**src/lpmc_defs.svh**
```systemverilog
// Purpose: named constants for the low-power mode controller
// Assumes: included by its bare name from the modules and the bench
// Notes:   definitions only
`ifndef LPMC_DEFS_SVH
`define LPMC_DEFS_SVH

`define LPMC_PORT_W        8
`define LPMC_SEL_W         2
`define LPMC_NSER          3
`define LPMC_SEL_SLEEP     2'h0
`define LPMC_SEL_SUBSLEEP  2'h1
`define LPMC_SEL_SUBACT    2'h2
`define LPMC_PERS_LEGACY   1'b0
`define LPMC_PERS_NEWER    1'b1
`define LPMC_PORT_RST      8'h00
`define LPMC_OSC_ON        1'b1
`define LPMC_OSC_OFF       1'b0
`define LPMC_SER_ALL       3'h7
`define LPMC_SER_NONE      3'h0

`endif

```
**src/lpmc_pkg.sv**
```systemverilog
// Purpose: shared types of the low-power mode controller
// Assumes: lpmc_defs.svh holds the numeric constants
// Notes:   the mode enum is also a port type of the top module
package lpmc_pkg;
   // one state set covers both personalities; each uses its own subset
   typedef enum logic [2:0] {
      LPMC_ST_ACTIVE,
      LPMC_ST_SUBACTIVE,
      LPMC_ST_SLEEP,
      LPMC_ST_SUBSLEEP,
      LPMC_ST_NORM_SUB,
      LPMC_ST_HALT
   } lpmc_state_t;
endpackage

```
**src/lpmc_port_hold.sv**
```systemverilog
// Purpose: I/O port output hold register
// Assumes: hold is a registered level from the mode controller
// Notes:   while hold is high the pins keep the value from before the low-power mode
`timescale 1ns/1ps
`default_nettype none
`include "lpmc_defs.svh"
module lpmc_port_hold (
   input  wire logic                    clk_sys,   // system clock
   input  wire logic                    reset,     // sync reset, high
   input  wire logic                    hold,      // freeze outputs
   input  wire logic [`LPMC_PORT_W-1:0] port_drv,  // live port data
   output logic      [`LPMC_PORT_W-1:0] port_out   // registered pin data
);
   // track live data only while not holding
   always_ff @(posedge clk_sys) begin
      if (reset) begin
         port_out <= `LPMC_PORT_RST;
      end else if (!hold) begin
         port_out <= port_drv;
      end
   end
endmodule
`default_nettype wire

```
**src/lpmc_ctrl.sv**
```systemverilog
// Purpose: low-power mode controller, legacy or newer personality
// Assumes: instruction strobes are one-cycle pulses from the CPU core
// Notes:   standby/stop mode is not covered
// Functional notes
// RL1: legacy: direct sleep instruction or qualified interrupt enters subactive
// RL2: newer: CPU writes subclock select 1; CPU then runs on subsystem clock
// RL3: newer subclock normal mode: main oscillator follows software choice
// RL4: newer on subclock: converter, I2C and CRC disabled, others operable
// RL5: legacy sub modes: RTC runs if time-base, timer/serial/converter reset
// RL6: newer halt instruction stops CPU, registers kept, interrupts live
// RL7: halt keeps oscillators as before and freezes port outputs
// RL8: halt keeps RAM; RAM accessible while the transfer controller runs
// RL9: legacy sleep: CPU halted, oscillators run, peripherals run, ports kept
// RL10: legacy subsleep: CPU halted, main oscillator off, subclock on
// RL11: interrupt in halt resumes CPU at once, no stabilisation wait
// RL12: legacy sleep target comes from mode-select settings latched beforehand
`timescale 1ns/1ps
`default_nettype none
`include "lpmc_defs.svh"
module lpmc_ctrl #(
   parameter logic PERSONALITY = `LPMC_PERS_NEWER        // legacy or newer
) (
   input  wire logic                    clk_sys,         // 250 MHz clock
   input  wire logic                    reset,           // sync reset, high
   input  wire logic                    sleep_instr,     // legacy sleep instr pulse
   input  wire logic                    halt_instr,      // newer halt instr pulse
   input  wire logic                    irq,             // interrupt request level
   input  wire logic                    mode_sel_wr,     // mode-select write pulse
   input  wire logic [`LPMC_SEL_W-1:0]  mode_sel_val,    // sleep target select
   input  wire logic                    low_speed_on,    // irq wakes to subactive
   input  wire logic                    ckc_wr,          // clock_control_reg write
   input  wire logic                    subclock_select_bit, // write data of select bit
   input  wire logic                    sub_osc_ready,   // subsystem clock running
   input  wire logic                    main_osc_req,    // software main osc choice
   input  wire logic                    sub_osc_req,     // software sub osc choice
   input  wire logic                    rtc_timebase_sel,// rtc time-base selected
   input  wire logic                    dtc_busy,        // data_transfer_controller active
   input  wire logic [`LPMC_PORT_W-1:0] port_drv,        // live port data
   output lpmc_pkg::lpmc_state_t        mode_r,          // current mode
   output logic                         cpu_run_r,       // cpu executes
   output logic                         cpu_clk_sub_r,   // cpu on subclock
   output logic                         main_osc_en_r,   // main oscillator on
   output logic                         sub_osc_en_r,    // subclock oscillator on
   output logic                         adc_en_r,        // converter enable
   output logic                         i2c_en_r,        // i2c_serial_unit enable
   output logic                         crc_en_r,        // high-speed crc enable
   output logic                         timer_rst_r,     // timer unit reset
   output logic [`LPMC_NSER-1:0]        serial_rst_r,    // legacy_serial_unit resets
   output logic                         adc_rst_r,       // converter reset
   output logic                         rtc_run_r,       // rtc clocked
   output logic                         ram_acc_en_r,    // ram access allowed
   output logic                         port_hold_r,     // ports frozen
   output logic [`LPMC_PORT_W-1:0]      port_out         // pin output data
);
   import lpmc_pkg::*;

   lpmc_state_t             state_nxt;
   logic [`LPMC_SEL_W-1:0]  sel_r;
   logic                    lson_r;
   logic                    halt_sub_r;
   logic                    legacy;
   logic                    on_sub_nxt;
   logic                    main_osc_nxt;

   assign legacy = (PERSONALITY == `LPMC_PERS_LEGACY);

   // mode settings are captured ahead of the instruction that uses them
   always_ff @(posedge clk_sys) begin
      if (reset) begin
         sel_r  <= `LPMC_SEL_SLEEP;
         lson_r <= 1'b0;
      end else if (mode_sel_wr) begin
         sel_r  <= mode_sel_val;   // RL12
         lson_r <= low_speed_on;
      end
   end

   // next mode; legacy only: an interrupt beats a sleep instruction in subactive, or in active when lson_r is set
   always_comb begin
      state_nxt = mode_r;
      if (legacy) begin
         unique case (mode_r)
            LPMC_ST_ACTIVE: begin
               if (irq && lson_r) begin
                  state_nxt = LPMC_ST_SUBACTIVE;                  // RL1
               end else if (sleep_instr) begin
                  if (sel_r == `LPMC_SEL_SUBSLEEP) begin
                     state_nxt = LPMC_ST_SUBSLEEP;                // RL10
                  end else if (sel_r == `LPMC_SEL_SUBACT) begin
                     state_nxt = LPMC_ST_SUBACTIVE;               // RL1
                  end else begin
                     state_nxt = LPMC_ST_SLEEP;                   // RL9
                  end
               end
            end
            LPMC_ST_SUBACTIVE: begin
               if (sleep_instr && !irq) begin
                  state_nxt = (sel_r == `LPMC_SEL_SUBSLEEP) ? LPMC_ST_SUBSLEEP : LPMC_ST_ACTIVE;
               end
            end
            LPMC_ST_SLEEP, LPMC_ST_SUBSLEEP: begin
               if (irq) begin
                  state_nxt = lson_r ? LPMC_ST_SUBACTIVE : LPMC_ST_ACTIVE; // RL1
               end
            end
            default: state_nxt = LPMC_ST_ACTIVE;   // newer-only codes are illegal here
         endcase
      end else begin
         unique case (mode_r)
            LPMC_ST_ACTIVE, LPMC_ST_NORM_SUB: begin
               if (halt_instr) begin
                  state_nxt = LPMC_ST_HALT;                       // RL6
               end else if (ckc_wr && subclock_select_bit && sub_osc_ready) begin
                  state_nxt = LPMC_ST_NORM_SUB;                   // RL2
               end else if (ckc_wr && !subclock_select_bit) begin
                  state_nxt = LPMC_ST_ACTIVE;
               end
            end
            LPMC_ST_HALT: begin
               if (irq) begin
                  state_nxt = halt_sub_r ? LPMC_ST_NORM_SUB : LPMC_ST_ACTIVE; // RL11
               end
            end
            default: state_nxt = LPMC_ST_ACTIVE;   // legacy-only codes are illegal here
         endcase
      end
   end

   // clock in use and main oscillator for the coming mode
   always_comb begin
      on_sub_nxt   = (state_nxt == LPMC_ST_SUBACTIVE) || (state_nxt == LPMC_ST_SUBSLEEP) ||
                     (state_nxt == LPMC_ST_NORM_SUB) || ((state_nxt == LPMC_ST_HALT) && halt_sub_r);
      main_osc_nxt = `LPMC_OSC_ON;
      if (state_nxt == LPMC_ST_NORM_SUB) begin
         main_osc_nxt = main_osc_req;                              // RL3
      end else if (state_nxt == LPMC_ST_HALT) begin
         main_osc_nxt = main_osc_en_r;                             // RL7
      end else if (legacy && on_sub_nxt) begin
         main_osc_nxt = `LPMC_OSC_OFF;                             // RL10
      end
   end

   // mode register and the clock that halt must return to
   always_ff @(posedge clk_sys) begin
      if (reset) begin
         mode_r     <= LPMC_ST_ACTIVE;
         halt_sub_r <= 1'b0;
      end else begin
         mode_r <= state_nxt;
         if (state_nxt == LPMC_ST_HALT && mode_r != LPMC_ST_HALT) begin
            halt_sub_r <= (mode_r == LPMC_ST_NORM_SUB);            // RL7
         end
      end
   end

   // cpu and clock outputs; registers are never cleared on low-power entry
   always_ff @(posedge clk_sys) begin
      if (reset) begin
         cpu_run_r     <= 1'b1;
         cpu_clk_sub_r <= 1'b0;
         main_osc_en_r <= `LPMC_OSC_ON;
         sub_osc_en_r  <= `LPMC_OSC_ON;
      end else begin
         cpu_run_r     <= !((state_nxt == LPMC_ST_SLEEP) || (state_nxt == LPMC_ST_SUBSLEEP) ||
                            (state_nxt == LPMC_ST_HALT));           // RL6 RL9 RL10
         cpu_clk_sub_r <= on_sub_nxt;                               // RL2
         main_osc_en_r <= main_osc_nxt;
         // legacy keeps the subclock alive in every mode here
         if (legacy) begin
            sub_osc_en_r <= `LPMC_OSC_ON;                           // RL10
         end else if (state_nxt != LPMC_ST_HALT) begin
            sub_osc_en_r <= sub_osc_req | on_sub_nxt;               // RL7
         end
      end
   end

   // peripheral gating; everything not named stays operable
   always_ff @(posedge clk_sys) begin
      if (reset) begin
         adc_en_r     <= 1'b1;
         i2c_en_r     <= 1'b1;
         crc_en_r     <= 1'b1;
         timer_rst_r  <= 1'b0;
         serial_rst_r <= `LPMC_SER_NONE;
         adc_rst_r    <= 1'b0;
         rtc_run_r    <= 1'b1;
      end else begin
         adc_en_r     <= legacy || !on_sub_nxt;                     // RL4
         i2c_en_r     <= legacy || !on_sub_nxt;                     // RL4
         crc_en_r     <= legacy || !on_sub_nxt;                     // RL4
         timer_rst_r  <= legacy && on_sub_nxt;                      // RL5
         serial_rst_r <= (legacy && on_sub_nxt) ? `LPMC_SER_ALL : `LPMC_SER_NONE; // RL5
         adc_rst_r    <= legacy && on_sub_nxt;                      // RL5
         rtc_run_r    <= !(legacy && on_sub_nxt) || rtc_timebase_sel; // RL5
      end
   end

   // ram stays retained; transfers may still reach it while the cpu rests
   always_ff @(posedge clk_sys) begin
      if (reset) begin
         ram_acc_en_r <= 1'b1;
         port_hold_r  <= 1'b0;
      end else begin
         ram_acc_en_r <= (state_nxt != LPMC_ST_HALT) || dtc_busy;   // RL8
         port_hold_r  <= (state_nxt == LPMC_ST_HALT) || (state_nxt == LPMC_ST_SLEEP) ||
                         (state_nxt == LPMC_ST_SUBSLEEP);           // RL7 RL9 RL10
      end
   end

   // freezing the pins one stage late keeps the last pre-halt value
   lpmc_port_hold u_port_hold (
      .clk_sys  (clk_sys),
      .reset    (reset),
      .hold     (port_hold_r),
      .port_drv (port_drv),
      .port_out (port_out)
   );
endmodule
`default_nettype wire

```
**config.mk**
```make
export PLATFORM = sky130hd
export DESIGN_NAME = lpmc_ctrl
export DESIGN_NICKNAME = d
export VERILOG_FILES = /design/src/lpmc_pkg.sv /design/src/lpmc_port_hold.sv /design/src/lpmc_ctrl.sv
export VERILOG_INCLUDE_DIRS = /design/src
export SDC_FILE = /design/constraint.sdc
export NUM_CORES = 1
export LEC_CHECK = 0
export ABC_AREA = 1
export BUFFER_PORTS_ARGS = -buffer_cell sky130_fd_sc_hd__buf_2
export CAP_MARGIN = 0
export CORE_MARGIN = 10
export CORE_UTILIZATION = 25
export DETAILED_ROUTE_END_ITERATION = 16
export SLEW_MARGIN = 20
export SYNTH_ARGS = -nofsm -noshare
export SYNTH_HDL_FRONTEND = slang
export SYNTH_SLANG_ARGS = --single-unit
```
**constraint.sdc**
```tcl
create_clock -name clk_sys -period 2.2 [get_ports clk_sys]
set_input_delay 0.22 -clock clk_sys [delete_from_list [all_inputs] [get_ports clk_sys]]
set_output_delay 0.22 -clock clk_sys [all_outputs]
set_load 0.03 [all_outputs]
```
==> results of run 1 <==
## worst min-delay path by stage
stage	from	end	slack (ns)	cells after the start
5_1_grt	dtc_busy	ram_acc_en_r$_SDFF_PP1_	0.09	2
6_report	dtc_busy	ram_acc_en_r$_SDFF_PP1_	0.09	2
2_1_floorplan	reset	mode_r[2]$_SDFF_PP0_	0.29	1
3_3_place_gp	dtc_busy	ram_acc_en_r$_SDFF_PP1_	0.40	2
3_5_place_dp	dtc_busy	ram_acc_en_r$_SDFF_PP1_	0.40	2
4_1_cts	dtc_busy	ram_acc_en_r$_SDFF_PP1_	0.08	2
## synth_stat cells, drive strengths merged
| library cell | n |
|---|---|
| a21oi | 3 |
| conb | 2 |
| o21ai | 8 |
| inv | 13 |
| nor2 | 18 |
| nand3 | 3 |
| buf | 8 |
| dfxtp | 19 |
| nand3b | 1 |
| nand2 | 17 |
| or2 | 1 |
| nand4 | 3 |
## worst register-to-register path, delay by kind of cell, from the launching register on
kind / cells / cell delay [ns]
simple gates: 4 / 0.54
flops: 1 / 0.43
## registers in the layout, indices dropped and copies added (netlist names)
register,flops
u_port_hold.port_out,8
mode_r,3
cpu_clk_sub_r,1
cpu_run_r,1
crc_en_r,1
halt_sub_r,1
main_osc_en_r,1
port_hold_r,1
ram_acc_en_r,1
sub_osc_en_r,1
## area by class of cell
class                           count  area (um2)
Fill cell                         313        1860
Sequential cell                    19         380
Multi-Input combinational cell     61         290
Timing Repair Buffer               37         185
Inverter                           13        48.8
Tap cell                           31        38.8
Clock buffer                        3        22.5
Clock inverter                      1        7.51
## kinds of logic (layout without fill, tap and decap cells)
family	Yosys count	count (layout)	synth area share
AOI/OAI and AO/OA	11	11	0.0773
buffers and inverters	21	54	0.143
DFF	19	19	0.500
other	2	7	0.00987
and+or+nand+nor	43	43	0.270
## metrics by stage
step                      cells  hold WS (ns)   util  worst slack (ns)
final                       165        0.0880  0.344             0.941
after global routing        165        0.0908  0.344             0.859
after detailed placement    161         0.403  0.333              1.14
after floorplan             101         0.288      -             0.997
after global placement      161         0.402  0.333              1.15
after CTS                   165        0.0795  0.344             0.938
## power breakdown
group          internal, mW  switching [mW]  leakage, nW
sequential            0.363          0.0115        0.157
clock                0.0692           0.111       0.0139
combinational        0.0387          0.0954        0.372
## layer usage
layer / vias up / wire length [um]
li1: 357 / -
met1: 270 / 749
met2: 38 / 698
met3: 2 / 381
met4: 0 / 4
met5: - / 0
==> impl_metrics.py, run 1 <==
metrics = {
    "status": {
        "status": "completed",
    },
    "pwr": {
        "ir_drop_mv": 0.366,
        "p_leak_nw": 0.543,
        "power_density_nw_per_um2": 708,
        "p_total_mw": 0.689,
    },
    "final_layout": {
        "syn2layout_area_growth_pct": 28.0,
        "nets": 159,
        "diodes": 0,
        "layout_commonest_cell": "buf_2",
        "final_layout_size_suffix_gt1_frac": 0.351,
        "layout_common_cells": "buf_2 (37), dfxtp_1 (19), nor2_1 (18)",
        "final_design_area_no_fill_um2": 973,
    },
    "routing": {
        "drt_iter0_drc": 37,
        "routed_wl_um": 1830,
        "drc": 0,
        "via_count": 667,
        "ant_nets": 0,
        "wl_per_cell_um": 11.1,
        "first_pass_iters": 4,
        "viasPerCell": 4.04,
    },
    "setup_path": {
        "critical_path.top_delay_family": "flip-flops",
        "r2r-start": "mode_r[0]$_SDFF_PP0_",
        "r2r_slack_ns": 1.14,
        "critPathMaxFanout": 10,
        "crit_chain": "buf_2",
        "worst-setup-path-type": "reg -> out",
        "endpoint_kind": "primary output",
        "crit_path_start": "port_hold_r$_SDFF_PP0_",
        "start_kind": "flip-flop",
        "rr_worst_depth": 4,
        "r2r-end": "ram_acc_en_r$_SDFF_PP1_",
        "critPathMaxStageDelay_ns": 0.48,
        "crit_required_ns": 1.98,
        "cp.buffers_inverters": 1,
        "cp_slowest_cell": "dfxtp_1",
        "cp-endpoint": "port_hold_r",
        "path_depth": 1,
        "arrival_ns": 1.04,
    },
    "global_routing": {
        "grt_usage": 0.0646,
        "grt-busiest-layer": "met2",
        "gr-usage-met2": 0.100,
        "grt_max_degree": 13,
        "grt.met1_usage": 0.0671,
        "grt_pass1_vias": 683,
        "antenna_found_initial": 0,
        "gr-total-overflow": 0,
        "grt_pass1_wl_um": 2860,
        "grt_util_met3": 0.0578,
    },
    "floorplan": {
        "die_y_um": 75.2,
        "initial_core_util": 0.269,
        "ios": 50,
        "core_um2": 2830,
        "die_area_um2": 5650,
        "fp.dieW_um": 75.2,
        "rows": 19,
    },
    "sta": {
        "hold_viol": 0,
        "skew_ns": 0.00297,
        "finalCriticalPeriod_ns": 1.26,
        "period_share": 0.572,
        "fin_tns_setup_ns": 0,
        "setup_viol": 0,
        "drv_slew": 0,
        "rsz0062_at_grt": "false",
        "max_freq_mhz": 794,
    },
    "clock_tree": {
        "cts-root-buf": "clkbuf_4",
        "clkSinkCount": 19,
        "ctsResizeCount": 0,
        "h-tree-depth": 1,
        "clk_latency_ns": 0.30,
        "numCtsBuffers": 3,
        "post_cts_buffers": 0,
        "clk_path_buf_depth": 2,
        "clk_pin_slew_worst_paths_ns": 0.11,
        "cts_hold_buf": 0,
        "cts_tree": "done",
    },
    "run": {
        "maxCapViolCount": 0,
    },
    "yosys": {
        "mappedNetlistArea_um2": 761,
        "ys_seq_area_frac": 0.500,
        "synthTopCellsByArea": "dfxtp_1 (50%), nor2_1 (8.9%), buf_4 (7.9%)",
        "yosys.area.top_type_share": 0.500,
        "synth_cell_types": 17,
        "yosys_warnings": 0,
        "yosysTopAreaCell": "dfxtp_1",
        "avgSynthCellArea_um2": 7.92,
        "synth-seq-cells": 19,
        "syn_inst": 96,
    },
    "place": {
        "place_congestion": 0.756,
        "dp.final_hpwl_um": 1540,
        "postPlaceCellArea_um2": 943,
        "io_buffers": 37,
    },
    "worst_hold_path": {
        "min_path_type": "in -> reg",
    },
}
(Power assumes the default switching activity.)
==> run 2, diff against run 1 <==
==> constraint.sdc (replaced) <==
create_clock -name clk_sys -period 1.2 [get_ports clk_sys]
set_input_delay 0.12 -clock clk_sys [delete_from_list [all_inputs] [get_ports clk_sys]]
set_output_delay 0.12 -clock clk_sys [all_outputs]
set_load 0.03 [all_outputs]
==> impl_metrics.py, run 2 (synthesis results as in run 1) <==
metrics = {
    "floorplan": {
        "fp.dieW_um": 75.2,
        "ios": 50,
        "initial_core_util": 0.269,
        "core_um2": 2830,
        "die_area_um2": 5650,
        "die_y_um": 75.2,
        "rows": 19,
    },
    "place": {
        "place_inst": 161,
        "place_congestion": 0.735,
        "io_buffers": 37,
        "dp.final_hpwl_um": 1620,
        "pre_cts_slack_ns": 0.125,
        "postPlaceCellArea_um2": 945,
    },
    "setup_path": {
        "critical_path.top_delay_family": "flip-flops",
        "r2r_slack_ns": 0.13,
        "cp_slowest_cell": "dfxtp_1",
        "r2r-end": "ram_acc_en_r$_SDFF_PP1_",
        "critPathMaxFanout": 5,
        "crit_chain": "buf_2",
        "arrival_ns": 0.96,
        "endpoint_kind": "primary output",
        "start_kind": "flip-flop",
        "r2r-start": "mode_r[0]$_SDFF_PP0_",
        "worst-setup-path-type": "reg -> out",
        "rr_worst_depth": 4,
        "crit_required_ns": 1.08,
        "cp.buffers_inverters": 1,
        "critPathMaxStageDelay_ns": 0.42,
    },
    "global_routing": {
        "grt_pass1_wl_um": 3240,
        "grt_max_degree": 11,
        "antenna_found_initial": 0,
        "grt_usage": 0.0734,
        "gr-total-overflow": 0,
        "grt_pass1_vias": 739,
    },
    "sta": {
        "fin_tns_setup_ns": 0,
        "hold_slack_ns": 0.0484,
        "drv_slew": 0,
        "fin_ws_ns": 0.123,
        "max_freq_mhz": 929,
        "setup_viol": 0,
        "period_share": 0.897,
        "finalCriticalPeriod_ns": 1.08,
        "hold_viol": 0,
        "rsz0062_at_grt": "false",
        "skew_ns": 0.000611,
    },
    "routing": {
        "viasPerCell": 4.25,
        "routed_wl_um": 1960,
        "drc": 0,
        "wl_met1_um": 830,
        "drt_iter0_drc": 33,
        "via_count": 705,
        "ant_nets": 0,
        "top_layer_used": "met3",
        "routed-wl-met3_um": 313,
        "wl_per_cell_um": 11.8,
        "dr_wl_met2_um": 811,
        "first_pass_iters": 4,
    },
    "final_layout": {
        "layout_common_cells": "buf_2 (37), nor2_1 (18), dfxtp_1 (17)",
        "final_design_area_no_fill_um2": 982,
        "diodes": 0,
        "post-route-util": 0.347,
        "layout_commonest_cell": "buf_2",
        "finalNonFillerCells": 166,
        "nets": 160,
        "reg_top3": "u_port_hold.port_out (8), mode_r (3)",
        "syn2layout_area_growth_pct": 29.1,
        "final_layout_size_suffix_gt1_frac": 0.356,
        "largest_reg_flops": 8,
        "regMostFlops": "u_port_hold.port_out",
    },
    "pwr": {
        "switching_share": 0.313,
        "p_total_mw": 1.26,
        "switching_power_mw": 0.396,
        "ir_drop_mv": 0.610,
        "p_int_mw": 0.869,
        "clkPwrFrac": 0.259,
        "p_leak_nw": 0.549,
        "p_seq_frac": 0.544,
        "pwr-share-comb": 0.197,
        "power_density_nw_per_um2": 1290,
    },
    "worst_hold_path": {
        "min_to": "mode_r[2]$_SDFF_PP0_",
        "hold_depth": 2,
        "min_path_type": "in -> reg",
        "min_from": "reset",
    },
    "clock_tree": {
        "clkSinkCount": 19,
        "post_cts_buffers": 0,
        "clk_latency_ns": 0.29,
        "cts-root-buf": "clkbuf_4",
        "numCtsBuffers": 3,
        "cts_tree": "done",
        "clk_path_buf_depth": 2,
        "h-tree-depth": 1,
        "clk_pin_slew_worst_paths_ns": 0.11,
    },
    "status": {
        "status": "completed",
    },
    "run": {
        "maxCapViolCount": 0,
    },
}
-- run 2: worst max path at each step --
stage	start	to	depth (start not counted)	slack, ns
global placement	mode_r[0]$_SDFF_PP0_	ram_acc_en_r$_SDFF_PP1_	4	0.17
detailed placement	mode_r[0]$_SDFF_PP0_	ram_acc_en_r$_SDFF_PP1_	4	0.13
finish	mode_r[0]$_SDFF_PP0_	mode_r[0]	1	0.12
global route	mode_r[0]$_SDFF_PP0_	ram_acc_en_r$_SDFF_PP1_	4	0.05
CTS	mode_r[0]$_SDFF_PP0_	mode_r[0]	1	0.1
floorplan	mode_r[0]$_SDFF_PP0_	ram_acc_en_r$_SDFF_PP1_	4	0.0008
-- run 2: repair_timing --
action                                  4_1_cts  5_1_grt
endpoints found under the hold margin         1        0
endpoints found under the setup margin        1        0
hold buffers                                  1        0
gates resized for setup                       1        0
-- run 2: power by group through the flow --
stage          clock network (mW)  registers [mW]  logic (mW)
2_1_floorplan                   0           0.771       0.115
3_3_place_gp                    0           0.701       0.247
3_5_place_dp                    0           0.703       0.250
4_1_cts                     0.344           0.689       0.253
5_1_grt                     0.382           0.694       0.276
6_report                    0.327           0.688       0.250
-- run 2: cell type report --
| type | instances | area, um2 |
|---|---|---|
| sequential | 19 | 383 |
| timing repair buffer | 38 | 195 |
| tap | 31 | 38.8 |
| inverter | 13 | 48.8 |
| clock buffer | 4 | 26.3 |
| fill | 306 | 1850 |
| multi-input combinational | 61 | 290 |
-- run 2: worst reg2reg max path, stage by stage (launching register included) --
cell,delay [ns]
dfxtp_1,0.42
nand4_2,0.17
nand2_4,0.12
nand2_4,0.06
or2_1,0.20
-- run 2: routing by layer --
metal,GRT usage,vias up
met3,0.0552,0
li1,-,359
met4,0.0186,0
met1,0.0761,310
met2,0.116,36
met5,0,-
==> run 3, diff against run 2 <==
==> constraint.sdc (replaced) <==
create_clock -name clk_sys -period 1.2 [get_ports clk_sys]
set_input_delay 0.12 -clock clk_sys [delete_from_list [all_inputs] [get_ports clk_sys]]
set_output_delay 0.12 -clock clk_sys [all_outputs]
set_load 0.05 [all_outputs]
==> impl_metrics.py, run 3 (synthesis results as in run 1) <==
metrics = {
    "routing": {
        "drc": 0,
        "viasPerCell": 4.20,
        "via_count": 697,
        "first_pass_iters": 4,
        "routed_wl_um": 1950,
        "drt_iter0_drc": 30,
        "ant_nets": 0,
        "wl_per_cell_um": 11.7,
    },
    "floorplan": {
        "rows": 19,
        "core_um2": 2830,
        "ios": 50,
        "fp.dieW_um": 75.2,
        "initial_core_util": 0.269,
        "die_y_um": 75.2,
        "die_area_um2": 5650,
    },
    "global_routing": {
        "grt_usage": 0.0659,
        "gr-total-overflow": 0,
        "grt_pass1_wl_um": 2950,
        "grt_max_degree": 12,
        "grt_pass1_vias": 677,
        "antenna_found_initial": 0,
    },
    "clock_tree": {
        "post_cts_buffers": 0,
        "clk_pin_slew_worst_paths_ns": 0.11,
        "cts-root-buf": "clkbuf_4",
        "cts_tree": "done",
        "clk_path_buf_depth": 2,
        "clkSinkCount": 19,
        "h-tree-depth": 1,
        "numCtsBuffers": 3,
        "clk_latency_ns": 0.29,
    },
    "place": {
        "place_congestion": 0.780,
        "place_inst": 161,
        "io_buffers": 37,
        "dp.final_hpwl_um": 1650,
    },
    "setup_path": {
        "path_depth": 1,
        "r2r_slack_ns": 0.18,
        "crit_required_ns": 1.08,
        "arrival_ns": 0.97,
        "r2r-end": "ram_acc_en_r$_SDFF_PP1_",
        "cp_slowest_cell": "dfxtp_2",
        "worst-setup-path-type": "reg -> out",
        "r2r-start": "mode_r[1]$_SDFF_PP0_",
        "critPathMaxFanout": 10,
        "start_kind": "flip-flop",
        "rr_worst_depth": 5,
        "crit_path_start": "port_hold_r$_SDFF_PP0_",
        "critPathMaxStageDelay_ns": 0.42,
        "cp.buffers_inverters": 1,
        "critical_path.top_delay_family": "flip-flops",
        "crit_chain": "clkbuf_4",
        "endpoint_kind": "primary output",
    },
    "sta": {
        "skew_ns": 0.00403,
        "max_freq_mhz": 915,
        "hold_viol": 0,
        "period_share": 0.911,
        "setup_viol": 0,
        "hold_slack_ns": 0.0512,
        "fin_tns_setup_ns": 0,
        "rsz0062_at_grt": "false",
        "drv_slew": 0,
        "finalCriticalPeriod_ns": 1.09,
    },
    "final_layout": {
        "reg_top3": "u_port_hold.port_out (8), mode_r (3)",
        "regMostFlops": "u_port_hold.port_out",
        "syn2layout_area_growth_pct": 29.9,
        "layout_commonest_cell": "buf_2",
        "post-route-util": 0.349,
        "diodes": 0,
        "layout_common_cells": "buf_2 (36), nor2_1 (18), nand2_1 (15), dfxtp_1 (15), inv_1 (12)",
        "final_layout_size_suffix_gt1_frac": 0.378,
        "largest_reg_flops": 8,
        "nets": 160,
        "finalNonFillerCells": 166,
    },
    "status": {
        "status": "completed",
    },
    "pwr": {
        "ir_drop_mv": 0.724,
        "p_total_mw": 1.33,
        "power_density_nw_per_um2": 1350,
        "p_leak_nw": 0.552,
    },
    "run": {
        "maxCapViolCount": 0,
    },
    "worst_hold_path": {
        "min_from": "port_drv[5]",
        "hold_depth": 3,
        "min_path_type": "in -> reg",
        "min_to": "u_port_hold.port_out[5]$_SDFFE_PP0N_",
    },
}
[run 3: changes by cell type in the layout (fill, tap and decap cells not counted), sizes merged]
cell | previous run | this run
buf | 37 | 36
clkinv | 0 | 1
[run 3: power breakdown]
part           switching [mW]  internal [mW]  leakage, nW  total [mW]
combinational           0.251         0.0739        0.376       0.325
sequential             0.0219          0.667        0.158       0.689
clock                   0.195          0.124       0.0177       0.319
[run 3: timing repair]
item                       in CTS  in global routing
setup endpoints to repair       0                  1
hold endpoints to repair        1                  0
gates resized for setup         0                  1
hold buffers                    1                  0
[run 3: worst max path at each step]
stage | endpoint
finish | port_hold_r
global route | port_hold_r
CTS | port_hold_r
detailed placement | ram_acc_en_r$_SDFF_PP1_
global placement | ram_acc_en_r$_SDFF_PP1_
floorplan | ram_acc_en_r$_SDFF_PP1_
[run 3: layer usage]
metal / global-route usage / wire length, um / vias to the layer above
li1: - / - / 362
met1: 0.0707 / 784 / 296
met2: 0.106 / 811 / 39
met3: 0.0499 / 350 / 0
met4: 0.00619 / 0 / 0
met5: 0 / 0 / -
[run 3: area by class of cell]
class | count | area [um2]
well taps | 31 | 38.8
clock inverters | 1 | 5.00
clock buffers | 3 | 22.5
flip-flops and latches | 19 | 385
inverters | 13 | 48.8
multi-input cells | 61 | 290
repair buffers | 38 | 198
fillers | 304 | 1840
[run 3: through the flow]
stage	cell area [um2]	setup WS, ns
finish	988	0.107
global route	988	0.0265
floorplan	785	0.0500
CTS	986	0.0583
detailed placement	948	0.186
global placement	948	0.203
